===== config.mk =====
export PLATFORM = sky130hd
export DESIGN_NAME = rsfi_top
export DESIGN_NICKNAME = d
export VERILOG_FILES = /design/src/rsfi_pkg.sv /design/src/rsfi_top.sv
export VERILOG_INCLUDE_DIRS = /design/src
export SDC_FILE = /design/constraint.sdc
export NUM_CORES = 1
export LEC_CHECK = 0
export ABC_AREA = 1
export BUFFER_PORTS_ARGS = -buffer_cell sky130_fd_sc_hd__buf_2
export CAP_MARGIN = 40
export CORE_MARGIN = 4
export CORE_UTILIZATION = 25
export CTS_BUF_LIST = sky130_fd_sc_hd__clkbuf_16
export DETAILED_ROUTE_END_ITERATION = 7
export PLACE_DENSITY = 0.51
export SYNTH_ARGS = -nofsm -noshare
export SYNTH_HDL_FRONTEND = slang
export SYNTH_SLANG_ARGS = --single-unit

===== constraint.sdc =====
create_clock -name clk -period 5.2 [get_ports clk]
set_clock_uncertainty 0.2 [all_clocks]
set_input_delay 0.52 -clock clk [delete_from_list [all_inputs] [get_ports clk]]
set_output_delay 0.52 -clock clk [all_outputs]
set_load 0.02 [all_outputs]

===== src/rsfi_params.svh =====
// Summary of operation
// - Flag bits 7..4 always read zero
// - Low-voltage flag sets; only software clears
// - Bad voltage-select code sets corrupt flag
// - Bad voltage-select code: delayed reset, restore
// - Fast watchdog timeout: full reset, timeout set
// - Sleep watchdog timeout: clear PC, SP only
// - Power-on clears timeout and power-down flags
// - Low-voltage reset keeps timeout, power-down flags
// - Sleep watchdog timeout sets both flags
// - Power-on disables every interrupt source
// - Full reset clears watchdog, time base; restart
// - Power-on switches all timers off
// - Power-on makes every port pin input
// - Power-on zeroes PC, stack at top
// - Memory pointer zero on full resets; PROGRAM_COUNTER_LOW always
// - Accumulator, table registers kept across resets
// - Bad reset-control code: delayed reset, flag
`ifndef RSFI_PARAMS_SVH
`define RSFI_PARAMS_SVH
// ****************************************
// Register byte offsets
// ****************************************
`define RSFI_OFS_FLAGS    8'h00
`define RSFI_OFS_LVSEL    8'h04
`define RSFI_OFS_RSTCTL   8'h08
`define RSFI_OFS_STATUS   8'h0c
`define RSFI_OFS_IRQ_STAT 8'h10
`define RSFI_OFS_IRQ_MASK 8'h14
`define RSFI_OFS_INTR_EN  8'h18
`define RSFI_OFS_TMR_EN   8'h1c
`define RSFI_OFS_PORT_DIR 8'h20
`define RSFI_OFS_PTR      8'h24
`define RSFI_OFS_ACC      8'h28
`define RSFI_OFS_TABLE_POINTER_REG     8'h2c
`define RSFI_OFS_PCL      8'h30
// ****************************************
// Field positions
// ****************************************
`define RSFI_BIT_CTRL     3
`define RSFI_BIT_LV       2
`define RSFI_BIT_CORRUPT  1
`define RSFI_BIT_TO       0
`define RSFI_BIT_PDF      1
// ****************************************
// Reset and code values
// ****************************************
`define RSFI_POR_CODE     8'h55
`define RSFI_ALT_CODE     8'haa
`define RSFI_LV_CODE1     8'h33
`define RSFI_LV_CODE2     8'h99
`define RSFI_DIR_INPUT    8'hff
`define RSFI_SP_TOP       3'h7
// ****************************************
// Timing
// ****************************************
`define RSFI_CLK_MHZ      25
`define RSFI_SRESET_NS    45000
`define RSFI_LVR_NS       120000
`define RSFI_SRESET_CYC   ((`RSFI_SRESET_NS * `RSFI_CLK_MHZ + 999) / 1000)
`define RSFI_LVR_CYC      ((`RSFI_LVR_NS * `RSFI_CLK_MHZ + 999) / 1000)
`define RSFI_WDT_DEFAULT  20'd262143
`endif


===== src/rsfi_pkg.sv =====
package rsfi_pkg;
  // Reset-source flag bits
  typedef struct packed {
    logic ctrl;
    logic lv;
    logic corrupt;
    logic wdt;
  } rsfi_flags_s;
  // Interrupt events, one bit each
  typedef struct packed {
    logic wdt_sleep;
    logic wdt_fast;
    logic reset_control_reg_bad;
    logic low_voltage_select_reg_bad;
    logic low_voltage_reset;
  } rsfi_evt_s;
  // Kind of the last reset
  typedef enum logic [2:0] {
    RK_POR, RK_LVR, RK_LOW_VOLTAGE_SELECT_REG, RK_RESET_CONTROL_REG, RK_WDT_FAST, RK_WDT_SLEEP
  } rsfi_kind_e;
endpackage : rsfi_pkg


===== src/rsfi_top.sv =====
// Decided for this implementation: register access over Avalon-MM and the register offsets.
`timescale 1ns/1ps
`default_nettype none
`include "rsfi_params.svh"
module rsfi_top #(
  parameter logic [19:0] WDT_LIMIT = `RSFI_WDT_DEFAULT  // Watchdog period in cycles
) (
  // Clock and reset
  input  wire logic        clk,
  input  wire logic        rst_n,
  // Avalon-MM slave
  input  wire logic [7:0]  address,
  input  wire logic        read,
  input  wire logic        write,
  input  wire logic [31:0] writedata,
  output logic      [31:0] readdata,
  output logic             waitrequest,
  // Supply monitor pin
  input  wire logic        lv_low_pin,
  // Core status, same clock
  input  wire logic        sleep_mode,
  input  wire logic        halt_req,
  input  wire logic        wdt_clr,
  // Core init outputs
  output logic             core_rst,
  output logic             pc_sp_clr,
  output logic [7:0]       program_counter_low,
  output logic [2:0]       stack_ptr,
  output logic [7:0]       intr_en,
  output logic [7:0]       timer_en,
  output logic [7:0]       port_dir,
  output logic             tb_tick,
  // Interrupt
  output logic             irq
);
  // ****************************************
  // Reset synchroniser and pin sync
  // ****************************************
  logic [1:0] rst_sr;    // Reset release chain
  logic       por_n;     // Synchronised reset
  logic       lv_s1;     // Pin first stage
  logic       lv_s2;     // Pin second stage

  // Release reset through two flops
  always_ff @(posedge clk or negedge rst_n) begin
    if (!rst_n) begin
      rst_sr <= 2'b00;
    end else begin
      rst_sr <= {rst_sr[0], 1'b1};
    end
  end
  assign por_n = rst_sr[1];

  // Two-flop sync of supply monitor
  always_ff @(posedge clk or negedge por_n) begin
    if (!por_n) begin
      lv_s1 <= 1'b0;
      lv_s2 <= 1'b0;
    end else begin
      lv_s1 <= lv_low_pin;
      lv_s2 <= lv_s1;
    end
  end

  // ****************************************
  // Functions
  // ****************************************
  // Voltage select code is one of four
  function automatic logic lv_code_ok(input logic [7:0] c);
    lv_code_ok = (c == `RSFI_POR_CODE) || (c == `RSFI_ALT_CODE) ||
                 (c == `RSFI_LV_CODE1) || (c == `RSFI_LV_CODE2);
  endfunction : lv_code_ok

  // Reset control code is a no-op code
  function automatic logic rst_code_ok(input logic [7:0] c);
    rst_code_ok = (c == `RSFI_POR_CODE) || (c == `RSFI_ALT_CODE);
  endfunction : rst_code_ok

  // ****************************************
  // Bus handshake
  // ****************************************
  logic       ack;       // Answer cycle of a request
  logic       wr_acc;    // Write takes effect
  logic       rd_acc;    // Read completes
  logic [7:0] wd;        // Write data byte

  assign waitrequest = (read | write) & ~ack;
  assign wr_acc      = write & ack;
  assign rd_acc      = read & ack;
  assign wd          = writedata[7:0];

  // One wait cycle per request
  always_ff @(posedge clk or negedge por_n) begin
    if (!por_n) begin
      ack <= 1'b0;
    end else begin
      ack <= (read | write) & ~ack;
    end
  end

  // ****************************************
  // Registers
  // ****************************************
  rsfi_pkg::rsfi_flags_s flags;      // Reset-source flags
  rsfi_pkg::rsfi_evt_s   irq_stat;   // Sticky events
  rsfi_pkg::rsfi_evt_s   irq_mask;   // Event enables
  rsfi_pkg::rsfi_evt_s   evt;        // Events this cycle
  rsfi_pkg::rsfi_kind_e  last_kind;  // Last reset kind
  logic [7:0]  lvsel;       // Voltage select
  logic [7:0]  rstctl;      // Reset control
  logic        to_flag;     // Timeout status
  logic        power_down_flag;         // Power-down status
  logic [7:0]  mem_ptr;     // Memory pointer
  logic [7:0]  acc;         // Accumulator, no reset
  logic [7:0]  table_pointer_reg;        // Table pointer, no reset

  // ****************************************
  // Reset sources
  // ****************************************
  logic [11:0] lv_cnt;      // Low-voltage persistence
  logic [11:0] lvsel_cnt;   // Bad select delay
  logic [11:0] rstctl_cnt;  // Bad control delay
  logic [19:0] wdt_cnt;     // Watchdog count
  logic [15:0] tb_cnt;      // Time base count
  logic        lvr_fire;    // Qualified low voltage
  logic        lvsel_fire;  // Bad select expired
  logic        rstctl_fire; // Bad control expired
  logic        wdt_fire;    // Watchdog overflow
  logic        wdt_fast;    // Timeout while running
  logic        wdt_sleep;   // Timeout while asleep
  logic        full_rst;    // Any full reset

  assign lvr_fire    = lv_s2 && !sleep_mode &&
                       (lv_cnt == 12'(`RSFI_LVR_CYC - 1));
  assign lvsel_fire  = !lv_code_ok(lvsel) &&
                       (lvsel_cnt == 12'(`RSFI_SRESET_CYC - 1));
  assign rstctl_fire = !rst_code_ok(rstctl) &&
                       (rstctl_cnt == 12'(`RSFI_SRESET_CYC - 1));
  assign wdt_fire    = (wdt_cnt == WDT_LIMIT - 20'd1);
  assign wdt_fast    = wdt_fire && !sleep_mode;
  assign wdt_sleep   = wdt_fire && sleep_mode;
  assign full_rst    = lvr_fire | lvsel_fire | rstctl_fire | wdt_fast;
  assign evt         = '{wdt_sleep: wdt_sleep, wdt_fast: wdt_fast,
                         reset_control_reg_bad: rstctl_fire, low_voltage_select_reg_bad: lvsel_fire,
                         low_voltage_reset: lvr_fire};

  // Low voltage must persist; off in power-down
  always_ff @(posedge clk or negedge por_n) begin
    if (!por_n) begin
      lv_cnt <= 12'h000;
    end else if (!lv_s2 || sleep_mode) begin
      lv_cnt <= 12'h000;
    end else if (lv_cnt != 12'(`RSFI_LVR_CYC)) begin
      lv_cnt <= lv_cnt + 12'h001;
    end
  end

  // Delay before a bad select code resets
  always_ff @(posedge clk or negedge por_n) begin
    if (!por_n) begin
      lvsel_cnt <= 12'h000;
    end else if (lv_code_ok(lvsel) || lvsel_fire) begin
      lvsel_cnt <= 12'h000;
    end else begin
      lvsel_cnt <= lvsel_cnt + 12'h001;
    end
  end

  // Delay before a bad control code resets
  always_ff @(posedge clk or negedge por_n) begin
    if (!por_n) begin
      rstctl_cnt <= 12'h000;
    end else if (rst_code_ok(rstctl) || rstctl_fire) begin
      rstctl_cnt <= 12'h000;
    end else begin
      rstctl_cnt <= rstctl_cnt + 12'h001;
    end
  end

  // Watchdog restarts from zero after any reset
  always_ff @(posedge clk or negedge por_n) begin
    if (!por_n) begin
      wdt_cnt <= 20'h00000;
    end else if (full_rst || wdt_fire || wdt_clr || halt_req) begin
      wdt_cnt <= 20'h00000;
    end else begin
      wdt_cnt <= wdt_cnt + 20'h00001;
    end
  end

  // Time base cleared by full reset
  always_ff @(posedge clk or negedge por_n) begin
    if (!por_n) begin
      tb_cnt  <= 16'h0000;
      tb_tick <= 1'b0;
    end else if (full_rst) begin
      tb_cnt  <= 16'h0000;
      tb_tick <= 1'b0;
    end else begin
      tb_cnt  <= tb_cnt + 16'h0001;
      tb_tick <= (tb_cnt == 16'hffff);
    end
  end

  // ****************************************
  // Reset-source flags
  // ****************************************
  // Set wins over a software clear
  always_ff @(posedge clk or negedge por_n) begin
    if (!por_n) begin
      flags <= '0;
    end else begin
      if (rstctl_fire) begin
        flags.ctrl <= 1'b1;
      end else if (wr_acc && address == `RSFI_OFS_FLAGS && !wd[`RSFI_BIT_CTRL]) begin
        flags.ctrl <= 1'b0;
      end
      if (lvr_fire) begin
        flags.lv <= 1'b1;
      end else if (wr_acc && address == `RSFI_OFS_FLAGS && !wd[`RSFI_BIT_LV]) begin
        flags.lv <= 1'b0;
      end
      if (lvsel_fire) begin
        flags.corrupt <= 1'b1;
      end else if (wr_acc && address == `RSFI_OFS_FLAGS && !wd[`RSFI_BIT_CORRUPT]) begin
        flags.corrupt <= 1'b0;
      end
      flags.wdt <= 1'b0;
    end
  end

  // Timeout and power-down status
  always_ff @(posedge clk or negedge por_n) begin
    if (!por_n) begin
      to_flag <= 1'b0;
      power_down_flag     <= 1'b0;
    end else if (wdt_fire) begin
      to_flag <= 1'b1;
      power_down_flag     <= power_down_flag | sleep_mode;
    end else if (full_rst) begin
      to_flag <= to_flag;
      power_down_flag     <= power_down_flag;
    end else if (wdt_clr) begin
      to_flag <= 1'b0;
      power_down_flag     <= 1'b0;
    end else if (halt_req) begin
      power_down_flag     <= 1'b1;
    end
  end

  // Record which reset happened last
  always_ff @(posedge clk or negedge por_n) begin
    if (!por_n) begin
      last_kind <= rsfi_pkg::RK_POR;
    end else if (wdt_sleep) begin
      last_kind <= rsfi_pkg::RK_WDT_SLEEP;
    end else if (wdt_fast) begin
      last_kind <= rsfi_pkg::RK_WDT_FAST;
    end else if (lvr_fire) begin
      last_kind <= rsfi_pkg::RK_LVR;
    end else if (lvsel_fire) begin
      last_kind <= rsfi_pkg::RK_LOW_VOLTAGE_SELECT_REG;
    end else if (rstctl_fire) begin
      last_kind <= rsfi_pkg::RK_RESET_CONTROL_REG;
    end
  end

  // ****************************************
  // Code registers
  // ****************************************
  // Bad codes restore the power-on value
  always_ff @(posedge clk or negedge por_n) begin
    if (!por_n) begin
      lvsel  <= `RSFI_POR_CODE;
      rstctl <= `RSFI_POR_CODE;
    end else begin
      if (lvsel_fire) begin
        lvsel <= `RSFI_POR_CODE;
      end else if (wr_acc && address == `RSFI_OFS_LVSEL) begin
        lvsel <= wd;
      end
      if (full_rst) begin
        rstctl <= `RSFI_POR_CODE;
      end else if (wr_acc && address == `RSFI_OFS_RSTCTL) begin
        rstctl <= wd;
      end
    end
  end

  // ****************************************
  // Core initial state
  // ****************************************
  // Full reset reloads controls and pointers
  always_ff @(posedge clk or negedge por_n) begin
    if (!por_n) begin
      intr_en   <= 8'h00;
      timer_en  <= 8'h00;
      port_dir  <= `RSFI_DIR_INPUT;
      mem_ptr   <= 8'h00;
      program_counter_low       <= 8'h00;
      stack_ptr <= `RSFI_SP_TOP;
    end else if (full_rst) begin
      intr_en   <= 8'h00;
      timer_en  <= 8'h00;
      port_dir  <= `RSFI_DIR_INPUT;
      mem_ptr   <= 8'h00;
      program_counter_low       <= 8'h00;
      stack_ptr <= `RSFI_SP_TOP;
    end else if (wdt_sleep) begin
      program_counter_low       <= 8'h00;
      stack_ptr <= 3'h0;                                              // Zero, not top
    end else if (wr_acc) begin
      unique case (address)
        `RSFI_OFS_INTR_EN:  intr_en  <= wd;
        `RSFI_OFS_TMR_EN:   timer_en <= wd;
        `RSFI_OFS_PORT_DIR: port_dir <= wd;
        `RSFI_OFS_PTR:      mem_ptr  <= wd;
        `RSFI_OFS_PCL:      program_counter_low      <= wd;
        default: ;
      endcase
    end
  end

  // Data registers survive every reset
  always_ff @(posedge clk) begin
    if (wr_acc && address == `RSFI_OFS_ACC) begin
      acc <= wd;
    end
    if (wr_acc && address == `RSFI_OFS_TABLE_POINTER_REG) begin
      table_pointer_reg <= wd;
    end
  end

  // Reset pulses to the core
  always_ff @(posedge clk or negedge por_n) begin
    if (!por_n) begin
      core_rst  <= 1'b1;
      pc_sp_clr <= 1'b0;
    end else begin
      core_rst  <= full_rst;
      pc_sp_clr <= wdt_sleep;
    end
  end

  // ****************************************
  // Interrupts
  // ****************************************
  // Sticky events, write one clears, set wins
  always_ff @(posedge clk or negedge por_n) begin
    if (!por_n) begin
      irq_stat <= '0;
      irq_mask <= '0;
    end else begin
      if (wr_acc && address == `RSFI_OFS_IRQ_STAT) begin
        irq_stat <= (irq_stat & ~rsfi_pkg::rsfi_evt_s'(wd[4:0])) | evt;
      end else begin
        irq_stat <= irq_stat | evt;
      end
      if (wr_acc && address == `RSFI_OFS_IRQ_MASK) begin
        irq_mask <= rsfi_pkg::rsfi_evt_s'(wd[4:0]);
      end
    end
  end
  assign irq = |(irq_stat & irq_mask);

  // ****************************************
  // Read path
  // ****************************************
  logic [7:0] next_rd;  // Selected byte
  always_comb begin
    unique case (address)
      `RSFI_OFS_FLAGS:    next_rd = {4'h0, flags};
      `RSFI_OFS_LVSEL:    next_rd = lvsel;
      `RSFI_OFS_RSTCTL:   next_rd = rstctl;
      `RSFI_OFS_STATUS:   next_rd = {2'b00, last_kind, 1'b0, power_down_flag, to_flag};
      `RSFI_OFS_IRQ_STAT: next_rd = {3'b000, irq_stat};
      `RSFI_OFS_IRQ_MASK: next_rd = {3'b000, irq_mask};
      `RSFI_OFS_INTR_EN:  next_rd = intr_en;
      `RSFI_OFS_TMR_EN:   next_rd = timer_en;
      `RSFI_OFS_PORT_DIR: next_rd = port_dir;
      `RSFI_OFS_PTR:      next_rd = mem_ptr;
      `RSFI_OFS_ACC:      next_rd = acc;
      `RSFI_OFS_TABLE_POINTER_REG:     next_rd = table_pointer_reg;
      `RSFI_OFS_PCL:      next_rd = program_counter_low;
      default:            next_rd = 8'h00;
    endcase
  end

  // Capture read data during the wait cycle
  always_ff @(posedge clk or negedge por_n) begin
    if (!por_n) begin
      readdata <= 32'h0000_0000;
    end else if (read && !ack) begin
      readdata <= {24'h000000, next_rd};
    end
  end
endmodule : rsfi_top
`default_nettype wire

==> flow_metrics.env, run 1 <==
export IMPL_largest_reg_flops=20
export IMPL_register_area_mm2=0.00459
export IMPL_syn_inst=1157
export IMPL_crit_arrival_ns=2.76
export IMPL_via_count=7724
export IMPL_synth_edf_count=16
export IMPL_drive_above_1_share=0.138
export IMPL_routed_wl_mm=25.2
export IMPL_synth_seq_cells=179
export IMPL_diodes=0
export IMPL_viasPerCell=4.49
export IMPL_mostFrequentLayoutCells="329 x nand2_1, 144 x dfrtp_1, 143 x nor2_1"
export IMPL_r2r_start="lvsel[0]"
export IMPL_max_cap_violations=0
export IMPL_initial_core_util=0.253
export IMPL_p_leak_nw=5.09
export IMPL_top_register="wdt_cnt"
export IMPL_relSlewSlack=0.486
export IMPL_place_congestion=0.856
export IMPL_crit_fanout=67
export IMPL_cts_made_buffers=17
export IMPL_grt_pass1_wl_mm=41.7
export IMPL_cp_slowest_cell="dfstp_2"
export IMPL_clkTransAtPathRegs_ns=0.08
export IMPL_grt_max_degree=68
export IMPL_r2r_end="rstctl[5]"
export IMPL_fin_crit_ns=2.59
export IMPL_synth_seq_area_share=0.496
export IMPL_cts_tree="yes"
export IMPL_synth_warnings=0
export IMPL_peakVddDrop_mv=0.197
export IMPL_cpPeakStageDelay_ns=0.57
export IMPL_portBuffers=71
export IMPL_status="complete, no violations"
export IMPL_final_setup_viol_count=0
export IMPL_clockBufferDepth=2
export IMPL_r2r_cells=11
export IMPL_ant_nets=0
export IMPL_drc_errors=0
export IMPL_n_fill_cell=3926
export IMPL_cp_cell_sequence="inv_1, nor2_1, nand2_1, nor2_1, nor2_1, nand2_1, nor2_2, nor2_4, buf_4, nand2_1, o21ai_1"
export IMPL_finalCritPeriodShare=0.499
export IMPL_synth_area_mm2=0.00924
export IMPL_crit_required_ns=5.37
export IMPL_tns_ns=0
export IMPL_grt_pass1_vias=7782
export IMPL_io_pins=120
export IMPL_crit_path_end_kind="flop"
export IMPL_maxSlewViolCount=0
export IMPL_synth_main_ff_cell="dfrtp_1"
export IMPL_ys_types=40
export IMPL_crit_start="lvsel[0]"
export IMPL_dieArea_mm2=0.0401
export IMPL_firstDrtPassIters=5
export IMPL_cts_resized=0
export IMPL_layout_commonest_cell="nand2_1"
export IMPL_postCtsSetupBuffers=0
export IMPL_hold_violations=0
export IMPL_crit_family="simple AND/OR/NAND/NOR gates"
export IMPL_insertion_delay_ns=0.45
export IMPL_root_buffer="clkbuf_16"
export IMPL_syn_avg_cell_area_um2=7.99
export IMPL_nets=1297
export IMPL_hold_class="flop to async pin"
export IMPL_grt_setup_unrepaired="no"
export IMPL_r2r_slack_ns=2.61
export IMPL_powerDensity_mw_per_mm2=276
export IMPL_routedWlPerCell_um=14.6
export IMPL_h_tree_depth=4
export IMPL_top_regs="wdt_cnt: 20 flops, tb_cnt: 16 flops"
export IMPL_grt_ovfl_total=0
export IMPL_grt_util_all_layers=0.127
export IMPL_cts_num_sinks=179
export IMPL_antenna_found_initial=0
export IMPL_area_growth_syn_to_layout_pct=15.2
export IMPL_hpwl_mm=18.6
export IMPL_max_freq_mhz=386
export IMPL_multi_input_area_mm2=0.00399
export IMPL_drtIter0Drc=596
export IMPL_critPathLaunchType="flop"
export IMPL_die_y_um=200
export IMPL_worstSetupPathType="flop to flop"
export IMPL_synth_async_reset_ratio=0.911
export IMPL_die_x_um=200
export IMPL_holdWs_ns=0.149
export IMPL_core_area_mm2=0.0365
export IMPL_rows=70
export IMPL_path_buf_inv=2
export IMPL_worst_pin_slew_ns=0.769
per-stage QoR:
step	total power [mW]	cells	instance area [um^2]	util	setup slack [ns]
2_1_floorplan	1.63	1180	9330	-	0.153
3_3_place_gp	1.69	1684	10000	0.274	2.52
3_5_place_dp	1.70	1687	10100	0.275	2.61
4_1_cts	2.99	1721	10600	0.292	2.60
5_1_grt	3.07	1721	10600	0.292	2.29
6_report	2.94	1721	10600	0.292	2.61
routing by layer:
metal / part of all wire / vias up / wire length, um / GRT usage
li1: - / 3846 / - / -
met1: 0.46 / 3670 / 11700 / 0.175
met2: 0.47 / 181 / 11800 / 0.207
met3: 0.054 / 27 / 1370 / 0.0272
met4: 0.013 / 0 / 323 / 0.0290
met5: 0 / - / 0 / 0
worst max path at each step:
| stage | depth (start not counted) | endpoint |
|---|---|---|
| CTS | 11 | rstctl[3] |
| floorplan | 0 | ack |
| detailed placement | 11 | rstctl[3] |
| finish | 11 | rstctl[5] |
| global route | 11 | rstctl[3] |
| global placement | 4 | table_pointer_reg[6] |
worst register-to-register path: cells and delay by family (launching register included):
family | cells | cell delay, ns
simple gates | 8 | 0.94
compound gates | 1 | 0.19
flops | 1 | 0.57
buf+inv | 2 | 0.61
kinds of logic (layout without fill, tap and decap cells):
kind of cell | count (synthesis) | count (layout) | share of synthesized area
xor gates and xnor gates | 28 | 28 | 0.0265
adders and majority gates | 9 | 9 | 0.0122
and+or+nand+nor | 695 | 695 | 0.336
buffers and inverters | 163 | 236 | 0.0818
other | 2 | 25 | 0.000812
DFF | 179 | 179 | 0.496
AOI/OAI and AO/OA | 81 | 81 | 0.0472
synth_stat cells, types with 16 or more instances:
library cell	number	area [um^2]
edfxtp_1	16	480
dfstp_2	18	473
nor3_1	33	165
o21ai_0	34	170
nand2_1	329	1230
inv_1	112	420
xor2_1	19	166
nand3_1	108	541
buf_4	27	203
a21oi_1	29	145
dfrtp_1	145	3630
nand4_1	27	169
nor2_1	143	537
timing repair:
action / 4_1_cts / 5_1_grt
hold endpoints to repair: 3 / 0
endpoints found under the setup margin: 0 / 0
hold buffers: 2 / 0
cell type report:
type,instances,share of cell area
multi-input cells,838,0.375
well taps,468,0.0550
inverters,125,0.0441
repair buffers,79,0.0414
clock buffers,17,0.0399
flip-flops and latches,179,0.431
clock inverters,15,0.0141
power by group:
part           switching, mW  total [mW]  internal [mW]  leakage, nW
Clock                  0.641        1.28          0.637        0.274
Combinational          0.154       0.202         0.0485         2.52
Sequential            0.0241        1.46           1.44         2.30
(Power assumes the default switching activity.)
==> run 2, diff against run 1 <==
--- a/config.mk
+++ b/config.mk
@@ -6,14 +6,14 @@
 export SDC_FILE = /design/constraint.sdc
 export NUM_CORES = 1
 export LEC_CHECK = 0
-export ABC_AREA = 1
+export ABC_AREA = 0
 export BUFFER_PORTS_ARGS = -buffer_cell sky130_fd_sc_hd__buf_2
 export CAP_MARGIN = 40
 export CORE_MARGIN = 4
 export CORE_UTILIZATION = 25
 export CTS_BUF_LIST = sky130_fd_sc_hd__clkbuf_16
 export DETAILED_ROUTE_END_ITERATION = 7
-export PLACE_DENSITY = 0.51
+export PLACE_DENSITY = 0.5
 export SYNTH_ARGS = -nofsm -noshare
 export SYNTH_HDL_FRONTEND = slang
 export SYNTH_SLANG_ARGS = --single-unit
==> constraint.sdc (replaced) <==
create_clock -name clk -period 2.4 [get_ports clk]
set_clock_uncertainty 0.2 [all_clocks]
set_input_delay 0.24 -clock clk [delete_from_list [all_inputs] [get_ports clk]]
set_output_delay 0.24 -clock clk [all_outputs]
set_load 0.02 [all_outputs]
==> flow_metrics.env, run 2 <==
export IMPL_p_leak_nw=4.85
export IMPL_crit_path_end_kind="flop"
export IMPL_cts_tree="yes"
export IMPL_grt_max_degree=46
export IMPL_synth_main_ff_cell="dfrtp_1"
export IMPL_critPathLaunchType="flop"
export IMPL_rows=69
export IMPL_synth_warnings=0
export IMPL_io_pins=120
export IMPL_ys_types=73
export IMPL_cts_made_buffers=17
export IMPL_portBuffers=71
export IMPL_die_x_um=198
export IMPL_place_inst=1436
export IMPL_synth_seq_cells=179
export IMPL_diodes=0
export IMPL_drc_errors=0
export IMPL_syn_avg_cell_area_um2=10.3
export IMPL_crit_start="lvsel[0]"
export IMPL_crit_arrival_ns=2.47
export IMPL_initial_core_util=0.254
export IMPL_crit_required_ns=2.54
export IMPL_r2r_start="lvsel[0]"
export IMPL_hold_violations=0
export IMPL_synth_area_leaders="dfrtp_1 40%, edfxtp_1 5.3%, dfstp_2 5.2%, nor2_1 4.5%, mux2i_1 4.4%"
export IMPL_max_freq_mhz=429
export IMPL_cpPeakStageDelay_ns=0.59
export IMPL_post_synth_top_count_cell="dfrtp_1"
export IMPL_grt_pass1_wl_mm=41.4
export IMPL_top_regs="wdt_cnt: 20 flops, tb_cnt: 16 flops"
export IMPL_peakVddDrop_mv=0.457
export IMPL_grt_pass1_vias=6922
export IMPL_netlist_area_leader_share=0.401
export IMPL_via_count=7127
export IMPL_die_y_um=198
export IMPL_worst_pin_slew_ns=0.727
export IMPL_largest_reg_flops=20
export IMPL_h_tree_depth=4
export IMPL_grt_setup_unrepaired="yes"
export IMPL_relSlewSlack=0.512
export IMPL_crit_family="simple AND/OR/NAND/NOR gates"
export IMPL_syn_inst=880
export IMPL_routedWlPerCell_um=18.0
export IMPL_yosys_area_top_type="dfrtp_1"
export IMPL_synth_async_reset_ratio=0.911
export IMPL_status="complete, no violations"
export IMPL_hpwl_mm=19.1
export IMPL_layout_commonest_cell="dfrtp_1"
export IMPL_routed_wl_mm=26.7
export IMPL_firstDrtPassIters=5
export IMPL_synth_common_cells="145 x dfrtp_1, 109 x nor2_1, 93 x nand2_1, 48 x nand3_1, 40 x mux2i_1"
export IMPL_worstSetupPathType="flop to flop"
export IMPL_hp_start="wdt_clr"
export IMPL_cp_slowest_cell="dfstp_2"
export IMPL_finalCritPeriodShare=0.971
export IMPL_synth_seq_area_share=0.507
export IMPL_area_growth_syn_to_layout_pct=23.5
export IMPL_drtIter0Drc=474
export IMPL_core_area_mm2=0.0357
export IMPL_powerDensity_mw_per_mm2=583
export IMPL_tns_ns=0
export IMPL_insertion_delay_ns=0.44
export IMPL_cts_num_sinks=179
export IMPL_final_setup_viol_count=0
export IMPL_n_fill_cell=3678
export IMPL_drive_above_1_share=0.229
export IMPL_grt_util_all_layers=0.135
export IMPL_cp_cell_sequence="nor4bb_4, o2111ai_2, nand3b_1, o2111ai_4, buf_12, buf_12, nor3_1"
export IMPL_ant_nets=0
export IMPL_synth_edf_count=16
export IMPL_path_buf_inv=2
export IMPL_dieArea_mm2=0.0393
export IMPL_nets=1069
export IMPL_fin_crit_ns=2.33
export IMPL_crit_top_cell="buf_12"
export IMPL_viasPerCell=4.80
export IMPL_mostFrequentLayoutCells="144 x dfrtp_1, 109 x nor2_1, 93 x nand2_1"
export IMPL_hold_class="input pin to flop"
export IMPL_synth_area_mm2=0.00904
export IMPL_top_register="wdt_cnt"
export IMPL_antenna_found_initial=0
export IMPL_root_buffer="clkbuf_16"
export IMPL_clkTransAtPathRegs_ns=0.07
export IMPL_maxSlewViolCount=0
export IMPL_clockBufferDepth=2
export IMPL_place_congestion=0.879
export IMPL_grt_ovfl_total=0
export IMPL_crit_fanout=10
export IMPL_max_cap_violations=0
export IMPL_finalNonFillerCells=1485
==> run 2: cell families (layout without fill, tap and decap cells) <==
| group | after synthesis | count (layout) | synth area share |
|---|---|---|---|
| and+or+nand+nor | 382 | 382 | 0.220 |
| other | 2 | 25 | 0.000830 |
| AOI/OAI and AO/OA | 111 | 111 | 0.0831 |
| DFF | 179 | 179 | 0.507 |
| adders and majority gates | 9 | 9 | 0.0125 |
| xor gates and xnor gates | 60 | 60 | 0.0581 |
| muxes | 54 | 54 | 0.0692 |
| buffers and inverters | 83 | 204 | 0.0502 |
==> run 2: worst paths after layout <==
check | endpoint | slack, ns | depth (start not counted)
min in group asynchronous | wdt_cnt[1] | 0.17 | 0
worst max-delay path | wdt_cnt[10] | 0.07 | 7
worst min-delay path | to_flag | 0.03 | 3
worst min register to register | rst_sr[1] | 0.15 | 0
worst max register to register | wdt_cnt[10] | 0.07 | 7
max in group asynchronous | core_rst | 1.10 | 1
==> run 2: timing repair <==
action	in CTS	in global routing
pin swaps	1	4
buffers inserted	0	2
endpoints found under the setup margin	26	88
hold buffers	11	1
resized for setup	4	11
cloned	0	4
hold endpoints to repair	16	1
==> run 2: cell type report <==
type | count | area (um^2) | area share
sequential | 179 | 4590 | 0.410
multi-input combinational | 641 | 4170 | 0.373
timing repair buffer | 157 | 1210 | 0.108
tap | 461 | 577 | 0.0516
clock buffer | 17 | 425 | 0.0381
clock inverter | 14 | 149 | 0.0133
inverter | 16 | 60.1 | 0.00537
==> run 2: power by group <==
group          internal, mW  leakage [nW]  switching [mW]
registers              3.11          2.30          0.0691
clock network          1.55         0.293            1.26
logic                 0.183          2.25           0.343
total                  4.84          4.85            1.67
==> run 2: per-stage QoR <==
step | area, um^2 | setup slack, ns | power, mW | hold WS, ns | util
6_report | 11200 | 0.0688 | 6.52 | 0.0263 | 0.313
5_1_grt | 11200 | -0.0441 | 6.81 | 0.0200 | 0.313
4_1_cts | 11000 | -0.00200 | 6.59 | 0.000611 | 0.308
3_5_place_dp | 10300 | -0.0524 | 3.74 | -0.173 | 0.289
3_3_place_gp | 10300 | -0.0211 | 3.73 | -0.173 | 0.289
2_1_floorplan | 9140 | 0.0642 | 3.55 | -0.256 | -
==> run 2: worst register-to-register path, cell delays in order, from the launching register on <==
cell       delay [ns]
dfstp_2          0.59
nor4bb_4         0.33
o2111ai_2        0.14
nand3b_1         0.26
o2111ai_4        0.21
buf_12           0.20
buf_12           0.15
nor3_1           0.17
==> run 2: per-layer routing <==
layer / track usage / wire length (um)
met1: 0.195 / 12600
met2: 0.205 / 12000
met3: 0.0298 / 1610
met4: 0.0349 / 426
met5: 0 / 0
